`src/pkg/hrs_defines.vh`:
```
// Purpose: constants for the hub reset and configuration sequencer
// Assumes: 25 MHz core clock, AHB-Lite register window of 32-bit words
// Notes: times are kept in their own unit; cycle counts derive from them
`ifndef HRS_DEFINES_VH
`define HRS_DEFINES_VH

// clock rate in kHz
`define HRS_CLK_KHZ 25000
// recovery time after reset release
`define HRS_T_RECOVER_US 500
`define HRS_CYC_RECOVER (`HRS_T_RECOVER_US * `HRS_CLK_KHZ / 1000)
// longest eeprom load time, in microseconds
`define HRS_T_EELOAD_US 99500
`define HRS_CYC_EELOAD (`HRS_T_EELOAD_US * `HRS_CLK_KHZ / 1000)
// longest completion time of one control request
`define HRS_T_REQ_MS 5
`define HRS_CYC_REQ (`HRS_T_REQ_MS * `HRS_CLK_KHZ)

// configuration select strap codes
`define HRS_CFG_DEFAULT 3'h0
`define HRS_CFG_SMBUS 3'h1

// configuration source codes held after reset
`define HRS_SRC_DEFAULT 2'h0
`define HRS_SRC_EEPROM 2'h1
`define HRS_SRC_SMBUS 2'h2

// register byte offsets
`define HRS_REG_CTRL 8'h00
`define HRS_REG_STATUS 8'h04
`define HRS_REG_STRAPS 8'h08
`define HRS_REG_USBDEV 8'h0C
`define HRS_REG_OPTS 8'h10

// field positions
`define HRS_CTRL_ATTACH 0
`define HRS_STAT_REQLATE 8
`define HRS_STAT_EETMO 9

// internal default option values, all zero
`define HRS_OPTS_RESET 16'h0000

`endif

```
`src/hw/hrs_sequencer.v`:
```
// Purpose: reset, strap and start-up configuration sequencer of a hub
// Assumes: straps stable around reset release
// Notes: eeprom and smbus engines sit outside; only their handshakes here
// Behaviour
// - all-zero select uses defaults plus straps
// - unstrapped options keep internal defaults
// - strap high gives one, low zero
// - led polarity inverts sampled strap value
// - led straps sampled after release, default mode
// - reset disables ports, removes power unless charging
// - reset disables phys, pairs high impedance
// - reset ends transactions, registers to defaults
// - reset halts oscillator and pll
// - operational by 500us, eeprom read starts
// - default mode outputs inactive within 2us
// - default mode attaches within 100ms
// - eeprom configuration done within 99.5ms
// - control requests complete within 5ms
// - after smbus load attach within 100ms
// - bus reset clears address and configuration
// - bus reset drops port power unless charging
// - bus reset clears tt, leaves suspend
// - bus reset never forwarded downstream
// - smbus mode waits forever for load
// - attach bit attaches and write-protects memory
//
// Local design decisions: the AHB-Lite register port and the address map.
`timescale 1ns/1ps
`include "hrs_defines.vh"

module hrs_sequencer #(
    parameter NPORT = 4,
    parameter NLED = 4,
    parameter CYC_RECOVER = `HRS_CYC_RECOVER,
    parameter CYC_EELOAD = `HRS_CYC_EELOAD,
    parameter CYC_REQ = `HRS_CYC_REQ
) (
    input wire core_clk_in,
    input wire rst_in,
    // ahb-lite slave
    input wire hsel_in,
    input wire [7:0] haddr_in,
    input wire [1:0] htrans_in,
    input wire hwrite_in,
    input wire [2:0] hsize_in,
    input wire [31:0] hwdata_in,
    input wire hready_in,
    output wire hreadyout_out,
    output wire hresp_out,
    output reg [31:0] hrdata_out,
    // straps
    input wire [2:0] cfg_sel_in,
    input wire [NPORT-1:0] fixed_device_straps_in,
    input wire [NPORT-1:0] port_disable_straps_in,
    input wire [NLED-1:0] indicator_strap_pins_in,
    output reg [NLED-1:0] indicator_led_out,
    output reg [NLED-1:0] indicator_led_oe_out,
    input wire [NLED-1:0] indicator_on_in,
    // eeprom loader handshake
    output reg eeprom_start_out,
    input wire eeprom_done_in,
    // clocks and phys
    output reg osc_run_out,
    output reg pll_run_out,
    output reg phy_enable_out,
    output reg usb_attach_out,
    // port control
    input wire charge_port_enable_in,
    input wire [NPORT-1:0] port_power_req_in,
    input wire [NPORT-1:0] port_reset_req_in,
    output wire [NPORT-1:0] port_power_enable_out,
    output reg [NPORT-1:0] port_enable_out,
    output reg [NPORT-1:0] port_reset_out,
    output reg [NPORT-1:0] fixed_device_out,
    // upstream usb events
    input wire usb_bus_reset_in,
    input wire usb_suspend_in,
    input wire usb_set_addr_in,
    input wire [6:0] usb_addr_in,
    input wire usb_set_cfg_in,
    input wire [7:0] usb_cfg_in,
    input wire request_busy_in,
    output reg [6:0] usb_dev_addr_out,
    output reg [7:0] usb_config_out,
    output reg usb_suspended_out,
    output reg tt_flush_out,
    output reg cfg_write_protect_out,
    output reg request_late_out
);

    localparam S_SAMPLE = 3'h0;
    localparam S_RECOVER = 3'h1;
    localparam S_EELOAD = 3'h2;
    localparam S_SMBWAIT = 3'h3;
    localparam S_ATTACHED = 3'h4;

    reg [2:0] state_q;
    reg [2:0] state_d;
    reg [23:0] cnt_q;
    reg [23:0] cnt_d;
    reg [1:0] src_q;
    reg [NPORT-1:0] nonrem_strap_q;
    reg [NPORT-1:0] pdis_strap_q;
    reg [NLED-1:0] led_strap_q;
    reg [15:0] opts_q;
    reg attach_q;
    reg eetmo_q;
    reg [23:0] req_cnt_q;
    reg [NPORT-1:0] pwr_q;
    reg wr_pend_q;
    reg [7:0] wr_addr_q;
    reg [31:0] rd_mux;
    wire ahb_go;
    wire default_mode;
    wire status_clr;
    wire [NPORT-1:0] pdis_eff;

    ////////////////////////////////////////////////////////////////
    // ahb-lite slave, zero wait states, always okay
    assign hreadyout_out = 1'b1;
    assign hresp_out = 1'b0;
    assign ahb_go = hsel_in & htrans_in[1] & hready_in;

    // read data muxed in the address phase
    always @* begin
        rd_mux = 32'h0000_0000;
        case (haddr_in)
            `HRS_REG_CTRL: rd_mux[`HRS_CTRL_ATTACH] = attach_q;
            `HRS_REG_STATUS: begin
                rd_mux[2:0] = state_q;
                rd_mux[5:4] = src_q;
                rd_mux[6] = usb_attach_out;
                rd_mux[7] = usb_suspended_out;
                rd_mux[`HRS_STAT_REQLATE] = request_late_out;
                rd_mux[`HRS_STAT_EETMO] = eetmo_q;
            end
            `HRS_REG_STRAPS: begin
                rd_mux[2:0] = cfg_sel_in;
                rd_mux[8 +: NPORT] = nonrem_strap_q;
                rd_mux[16 +: NPORT] = pdis_strap_q;
                rd_mux[24 +: NLED] = led_strap_q;
            end
            `HRS_REG_USBDEV: begin
                rd_mux[6:0] = usb_dev_addr_out;
                rd_mux[15:8] = usb_config_out;
            end
            `HRS_REG_OPTS: rd_mux[15:0] = opts_q;
            default: rd_mux = 32'h0000_0000; // unmapped reads zero
        endcase
    end

    // address phase capture
    always @(posedge core_clk_in or posedge rst_in) begin
        if (rst_in) begin
            wr_pend_q <= 1'b0;
            wr_addr_q <= 8'h00;
            hrdata_out <= 32'h0000_0000;
        end else begin
            wr_pend_q <= ahb_go & hwrite_in;
            if (ahb_go) begin
                wr_addr_q <= haddr_in;
            end
            if (ahb_go & ~hwrite_in) begin
                hrdata_out <= rd_mux;
            end
        end
    end

    // writing one to the late bit clears it
    assign status_clr = wr_pend_q & (wr_addr_q == `HRS_REG_STATUS) &
        hwdata_in[`HRS_STAT_REQLATE];

    // software registers; options locked once the attach bit is set
    always @(posedge core_clk_in or posedge rst_in) begin
        if (rst_in) begin
            attach_q <= 1'b0;
            opts_q <= `HRS_OPTS_RESET;
        end else begin
            if (wr_pend_q & (wr_addr_q == `HRS_REG_CTRL) & hwdata_in[`HRS_CTRL_ATTACH]) begin
                attach_q <= 1'b1;
            end
            if (wr_pend_q & (wr_addr_q == `HRS_REG_OPTS) & ~cfg_write_protect_out) begin
                opts_q <= hwdata_in[15:0];
            end
        end
    end

    ////////////////////////////////////////////////////////////////
    // strap capture at the first edge after release
    always @(posedge core_clk_in or posedge rst_in) begin
        if (rst_in) begin
            src_q <= `HRS_SRC_DEFAULT;
            nonrem_strap_q <= {NPORT{1'b0}};
            pdis_strap_q <= {NPORT{1'b0}};
            led_strap_q <= {NLED{1'b0}};
        end else if (state_q == S_SAMPLE) begin
            // a high strap reads one, a low strap zero
            nonrem_strap_q <= fixed_device_straps_in;
            pdis_strap_q <= port_disable_straps_in;
            led_strap_q <= indicator_strap_pins_in;
            if (cfg_sel_in == `HRS_CFG_DEFAULT) begin
                src_q <= `HRS_SRC_DEFAULT;
            end else if (cfg_sel_in == `HRS_CFG_SMBUS) begin
                src_q <= `HRS_SRC_SMBUS;
            end else begin
                src_q <= `HRS_SRC_EEPROM;
            end
        end
    end

    assign default_mode = (src_q == `HRS_SRC_DEFAULT);

    ////////////////////////////////////////////////////////////////
    // start-up sequence
    always @* begin
        state_d = state_q;
        cnt_d = cnt_q;
        case (state_q)
            S_SAMPLE: begin
                state_d = S_RECOVER;
                cnt_d = 24'h000000;
            end
            S_RECOVER: begin
                cnt_d = cnt_q + 24'h000001;
                if (cnt_q >= CYC_RECOVER[23:0] - 24'h000001) begin
                    cnt_d = 24'h000000;
                    if (src_q == `HRS_SRC_EEPROM) begin
                        state_d = S_EELOAD;
                    end else if (src_q == `HRS_SRC_SMBUS) begin
                        state_d = S_SMBWAIT;
                    end else begin
                        state_d = S_ATTACHED;
                    end
                end
            end
            S_EELOAD: begin
                cnt_d = cnt_q + 24'h000001;
                // a silent eeprom must not hold off attach forever
                if (eeprom_done_in | (cnt_q >= CYC_EELOAD[23:0] - 24'h000001)) begin
                    state_d = S_ATTACHED;
                end
            end
            S_SMBWAIT: begin
                if (attach_q) begin
                    state_d = S_ATTACHED;
                end else begin
                    state_d = S_SMBWAIT;
                end
            end
            S_ATTACHED: state_d = S_ATTACHED;
            default: state_d = S_SAMPLE;
        endcase
    end

    always @(posedge core_clk_in or posedge rst_in) begin
        if (rst_in) begin
            state_q <= S_SAMPLE;
            cnt_q <= 24'h000000;
            eetmo_q <= 1'b0;
            eeprom_start_out <= 1'b0;
        end else begin
            state_q <= state_d;
            cnt_q <= cnt_d;
            // one-cycle eeprom start pulse
            eeprom_start_out <= (state_q == S_RECOVER) & (state_d == S_EELOAD);
            if ((state_q == S_EELOAD) & (state_d == S_ATTACHED) & ~eeprom_done_in) begin
                eetmo_q <= 1'b1;
            end
        end
    end

    ////////////////////////////////////////////////////////////////
    // oscillator, pll, phys and attach; all off through reset
    always @(posedge core_clk_in or posedge rst_in) begin
        if (rst_in) begin
            osc_run_out <= 1'b0;
            pll_run_out <= 1'b0;
            phy_enable_out <= 1'b0;
            usb_attach_out <= 1'b0;
            cfg_write_protect_out <= 1'b0;
        end else begin
            osc_run_out <= 1'b1;
            pll_run_out <= osc_run_out;
            phy_enable_out <= (state_q != S_SAMPLE) & (state_q != S_RECOVER);
            usb_attach_out <= (state_q == S_ATTACHED);
            cfg_write_protect_out <= attach_q;
        end
    end

    ////////////////////////////////////////////////////////////////
    // options: straps only in default mode, else loaded values
    assign pdis_eff = default_mode ? pdis_strap_q : opts_q[8 +: NPORT];

    always @(posedge core_clk_in or posedge rst_in) begin
        if (rst_in) begin
            fixed_device_out <= {NPORT{1'b0}};
            port_enable_out <= {NPORT{1'b0}};
            port_reset_out <= {NPORT{1'b0}};
            pwr_q <= {NPORT{1'b0}};
        end else begin
            // outside default mode the bits come from opts: reset defaults or loaded values
            fixed_device_out <= default_mode ? nonrem_strap_q : opts_q[NPORT-1:0];
            port_enable_out <= usb_attach_out ? ~pdis_eff : {NPORT{1'b0}};
            // downstream reset follows port requests only, never the bus reset
            port_reset_out <= port_reset_req_in & port_enable_out;
            if (usb_bus_reset_in | ~usb_attach_out) begin
                pwr_q <= {NPORT{1'b0}};
            end else begin
                pwr_q <= port_power_req_in & ~pdis_eff;
            end
        end
    end

    // charging ports keep power through both kinds of reset
    assign port_power_enable_out = pwr_q | {NPORT{charge_port_enable_in}};

    ////////////////////////////////////////////////////////////////
    // indicator pins: polarity from strap in default mode, else active high
    always @(posedge core_clk_in or posedge rst_in) begin
        if (rst_in) begin
            indicator_led_out <= {NLED{1'b0}};
            indicator_led_oe_out <= {NLED{1'b0}};
        end else if (state_q == S_SAMPLE) begin
            indicator_led_out <= {NLED{1'b0}};
            indicator_led_oe_out <= {NLED{1'b0}};
        end else begin
            // default mode: strap high sinks (active low), strap low sources (active high)
            if (default_mode) begin
                indicator_led_out <= indicator_on_in ^ led_strap_q;
            end else begin
                indicator_led_out <= indicator_on_in;
            end
            indicator_led_oe_out <= {NLED{1'b1}};
        end
    end

    ////////////////////////////////////////////////////////////////
    // upstream device state and bus reset handling
    always @(posedge core_clk_in or posedge rst_in) begin
        if (rst_in) begin
            usb_dev_addr_out <= 7'h00;
            usb_config_out <= 8'h00;
            usb_suspended_out <= 1'b0;
            tt_flush_out <= 1'b0;
        end else begin
            tt_flush_out <= usb_bus_reset_in;
            if (usb_bus_reset_in | ~usb_attach_out) begin
                usb_dev_addr_out <= 7'h00;
                usb_config_out <= 8'h00;
                usb_suspended_out <= 1'b0;
            end else begin
                if (usb_set_addr_in) begin
                    usb_dev_addr_out <= usb_addr_in;
                end
                if (usb_set_cfg_in) begin
                    usb_config_out <= usb_cfg_in;
                end
                usb_suspended_out <= usb_suspend_in;
            end
        end
    end

    ////////////////////////////////////////////////////////////////
    // request watchdog
    always @(posedge core_clk_in or posedge rst_in) begin
        if (rst_in) begin
            req_cnt_q <= 24'h000000;
            request_late_out <= 1'b0;
        end else begin
            if (request_busy_in & ~usb_bus_reset_in) begin
                if (req_cnt_q < CYC_REQ[23:0]) begin
                    req_cnt_q <= req_cnt_q + 24'h000001;
                end
            end else begin
                req_cnt_q <= 24'h000000;
            end
            // set wins over a simultaneous software clear
            if (request_busy_in & (req_cnt_q == CYC_REQ[23:0] - 24'h000001)) begin
                request_late_out <= 1'b1;
            end else if (status_clr) begin
                request_late_out <= 1'b0;
            end
        end
    end

endmodule // hrs_sequencer

```
`config.mk`:
```
export PLATFORM = sky130hd
export DESIGN_NAME = hrs_sequencer
export DESIGN_NICKNAME = d
export VERILOG_FILES = /design/src/hw/hrs_sequencer.v
export VERILOG_INCLUDE_DIRS = /design/src /design/src/pkg
export SDC_FILE = /design/constraint.sdc
export NUM_CORES = 1
export LEC_CHECK = 0
export BUFFER_PORTS_ARGS = -buffer_cell sky130_fd_sc_hd__buf_2
export CAP_MARGIN = 20
export CORE_AREA = 2 2 138 140
export DETAILED_ROUTE_END_ITERATION = 6
export DIE_AREA = 0 0 140 142
export PLACE_DENSITY = 0.59
export SLEW_MARGIN = 20
export SYNTH_ARGS = -nofsm -noshare
export SYNTH_HDL_FRONTEND = slang
export SYNTH_SLANG_ARGS = --single-unit
```
`constraint.sdc`:
```
create_clock -name core_clk_in -period 5.38 [get_ports core_clk_in]
set_clock_uncertainty 0.05 [all_clocks]
set_input_delay 0.538 -clock core_clk_in [delete_from_list [all_inputs] [get_ports core_clk_in]]
set_output_delay 0.538 -clock core_clk_in [all_outputs]
set_load 0.01 [all_outputs]
```
==> flow_summary.yaml <==
clock_network:
  numCtsBuffers: 17
  cts_max_path_buffers: 2
  clock-sinks: 161
  post_cts_resized: 0
  number_of_post_cts_setup_repair_buffers: 0
  worst_skew_pair.late_latency_ns: 0.44
  htreeDepth: 4
  cts.root.buffer_cell: "sky130_fd_sc_hd__clkbuf_16"
  worst_setup_hold_path_clk_slew_ns: 0.07
  clock_tree_from_tritoncts: "done"
  ctsHoldBuffers: 0
yosys:
  yosysWarningCount: 0
  netlist_instances: 654
  synthTopCellsByArea: "sky130_fd_sc_hd__dfrtp_1 (55%), sky130_fd_sc_hd__mux2_2 (6.2%), sky130_fd_sc_hd__nor2_1 (4.0%)"
  dominant_synthesized_flop_cell: "sky130_fd_sc_hd__dfrtp_1"
  synth_top_area_frac: 0.555
  synth_async_sr_flop_share: 1.00
  post_synthesis_register_bit_count: 161
  synth.distinct_cells: 56
  synth-seq-area-share: 0.555
  netlist_area_um2: 7260
  syn_area_per_cell_um2: 11.1
  synth_edf_count: 0
  yosys.area.top_type: "sky130_fd_sc_hd__dfrtp_1"
grt:
  grt_max_degree: 117
  antenna_found_initial: 0
  vias_in_the_first_global_route: 5420
  grt_usage: 0.182
  global_route_wire_length_before_repair_um: 28500
  grt.met1_usage: 0.242
  grt_overflow_total: 0
  grt_util_met3: 0.0360
  peak_usage_layer_in_the_global_routing_report: "met2"
  grt.met2_usage: 0.304
sta:
  max_clock_freq_mhz: 416
  timing.final.hold_violations: 0
  timing.setup.tns_ns: 0
  period_needed_ns: 2.40
  tightest_slew_ns: 0.952
  setup-violations-final: 0
  worst_max_slew_margin_expressed_relative_to_the_limit: 0.365
  unrepaired_setup_endpoints_after_global_routing: "false"
  finalCritPeriodShare: 0.447
  timing_max_transition_violations_final: 0
die:
  initial_core_util: 0.393
  die_width_um: 140
  core.rowCount: 50
  design.core.area_um2: 18500
  chipHeight_um: 142
  io_pins: 181
  design.die.area_um2: 19900
placed_design:
  count_of_buffers_inserted_at_the_top_level_ports: 150
  gp_congestion: 0.831
  dp_hpwl_um: 12800
detailed_routing:
  drt_pass1_iterations: 7
  count_of_nets_left_with_antenna_violations_after_detail_routing: 0
  detail_route.wirelength_um: 17900
  via_count: 5447
  vias_per_cell: 5.24
  detailedRoute.firstIterationViolations: 411
  route.detailed.wl_per_inst_um: 17.2
  post-route-drc-count: 23
critical_path:
  critPathLaunchType: "input pin"
  critical_path.reg2reg.startpoint: "cnt_q[0]"
  critical_path.startpoint: "haddr_in[5]"
  required_ns: 5.68
  criticalPathCategory: "in2reg"
  cp.arrival_ns: 2.70
  critical_path.endpoint_type: "flip-flop"
  path_max_fanout: 15
power:
  design_power_total_w: 0.00259
  max-vdd-ir-drop_mv: 0.236
  p_per_area_nw_per_um2: 296
  power.static_leakage_nw: 4.20
layout:
  antenna_cells_inserted: 0
  nNetsFinal: 897
  syn2layout_area_growth_pct: 20.7
  area_used_by_multi_input_combinational_logic_um2: 2990
  final_layout_size_suffix_gt1_frac: 0.309
  commonest_non_fill_non_tap_cells_in_the_layout: "sky130_fd_sc_hd__dfrtp_1 (161), sky130_fd_sc_hd__buf_2 (150), sky130_fd_sc_hd__nor2_1 (77), sky130_fd_sc_hd__nand2_1 (41), sky130_fd_sc_hd__mux2_2 (40)"
  layout.filler_cells: 1688
  seqCellArea_um2: 4030
  most_common_library_cell_in_the_layout_ignoring_fill_and_taps: "sky130_fd_sc_hd__dfrtp_1"
run:
  cap_viol_max_count: 0
hold_path:
  hold_path.class: "in2async"
outcome:
  violations: "DRC"
  run_status: "finished with violations"
-- worst paths after layout --
check / slack, ns / endpoint / depth (start not counted)
min in group core_clk_in: 0.26 / port_reset_out[3] / 2
min: 0.20 / req_cnt_q[3] / 2
min reg2reg: 0.34 / pll_run_out / 0
max: 2.98 / hrdata_out[4] / 6
max in group asynchronous: 4.03 / cfg_write_protect_out / 3
max reg2reg: 2.99 / cnt_q[17] / 6
-- layer usage --
layer  wire length, um  up-vias
met5                 0        -
met4               251        0
met3              1120       22
met2              8490      183
met1              8060     2678
li1                  -     2564
-- final cells by class --
| type | instances | area share |
|---|---|---|
| Clock buffer | 18 | 0.0490 |
| Clock inverter | 13 | 0.0174 |
| Inverter | 15 | 0.00728 |
| Multi-Input combinational cell | 442 | 0.342 |
| Sequential cell | 161 | 0.460 |
| Tap cell | 234 | 0.0334 |
| Timing Repair Buffer | 156 | 0.0916 |
-- per-stage QoR --
stage / instance area, um^2 / hold slack (ns) / utilization / setup WS, ns / instances
global placement: 8170 / 0.310 / 0.442 / 2.61 / 1007
detailed placement: 8170 / 0.326 / 0.442 / 2.51 / 1007
CTS: 8750 / 0.251 / 0.474 / 2.96 / 1038
finish: 8760 / 0.202 / 0.475 / 2.98 / 1039
floorplan: 7290 / 0.352 / - / 0.444 / 663
global route: 8760 / 0.259 / 0.475 / 2.69 / 1039
-- logic make-up after synthesis --
logic type | share of synthesized area
AO/OA/AOI/OAI | 0.0805
XOR/XNOR | 0.0483
adder cells (fa/ha/maj) | 0.00862
buffers and inverters | 0.0395
flip-flops | 0.555
multiplexers | 0.0896
other | 0.00103
AND/OR/NAND/NOR | 0.178
-- cells in the mapped netlist, types with 3 or more instances --
library cell	instances
sky130_fd_sc_hd__dfrtp_1	161
sky130_fd_sc_hd__nor2_1	78
sky130_fd_sc_hd__nand2_1	41
sky130_fd_sc_hd__mux2_2	40
sky130_fd_sc_hd__xnor2_1	26
sky130_fd_sc_hd__mux2i_1	20
sky130_fd_sc_hd__clkbuf_1	19
sky130_fd_sc_hd__and2_1	18
sky130_fd_sc_hd__nand3_1	16
sky130_fd_sc_hd__nor3_1	16
sky130_fd_sc_hd__nor4_1	16
sky130_fd_sc_hd__o21ai_0	16
sky130_fd_sc_hd__inv_1	15
sky130_fd_sc_hd__xor2_1	14
sky130_fd_sc_hd__buf_4	13
sky130_fd_sc_hd__a22o_1	12
sky130_fd_sc_hd__nand4_1	12
sky130_fd_sc_hd__buf_2	10
sky130_fd_sc_hd__a21oi_1	9
sky130_fd_sc_hd__a22oi_1	7
sky130_fd_sc_hd__or2_2	7
sky130_fd_sc_hd__a222oi_1	6
sky130_fd_sc_hd__nand2b_1	6
sky130_fd_sc_hd__and4_1	5
sky130_fd_sc_hd__ha_1	5
sky130_fd_sc_hd__o21ai_1	5
sky130_fd_sc_hd__or4_1	5
sky130_fd_sc_hd__a211oi_1	4
sky130_fd_sc_hd__a221oi_1	4
sky130_fd_sc_hd__and3b_1	4
sky130_fd_sc_hd__o31ai_1	4
sky130_fd_sc_hd__buf_1	3
sky130_fd_sc_hd__nor2b_1	3
sky130_fd_sc_hd__or3_1	3
-- power breakdown --
| part | switching, W | internal [W] | leakage, nW |
|---|---|---|---|
| Combinational | 0.0000755 | 0.0000582 | 1.80 |
| Clock | 0.000514 | 0.000688 | 0.268 |
| Sequential | 0.0000190 | 0.00124 | 2.14 |
| Total | 0.000609 | 0.00198 | 4.20 |
-- critical path, stage by stage --
cell and delay [ns]:
sky130_fd_sc_hd__buf_2 0.10, sky130_fd_sc_hd__or4_1 0.68, sky130_fd_sc_hd__nor4b_2 0.32, sky130_fd_sc_hd__and2_1 0.61
sky130_fd_sc_hd__a222oi_1 0.23, sky130_fd_sc_hd__o21ai_0 0.22
-- state kept, by name (all words and copies together) (netlist names), 2 cells and up --
name               count
nonrem_strap_q         4
usb_dev_addr_out       7
opts_q                16
wr_addr_q              8
pwr_q                  4
hrdata_out            24
led_strap_q            4
req_cnt_q             24
fixed_device_out       4
state_q                3
port_enable_out        4
cnt_q                 24
pdis_strap_q           4
indicator_led_out      4
port_reset_out         4
usb_config_out         8
src_q                  2
(Power assumes the default switching activity.)
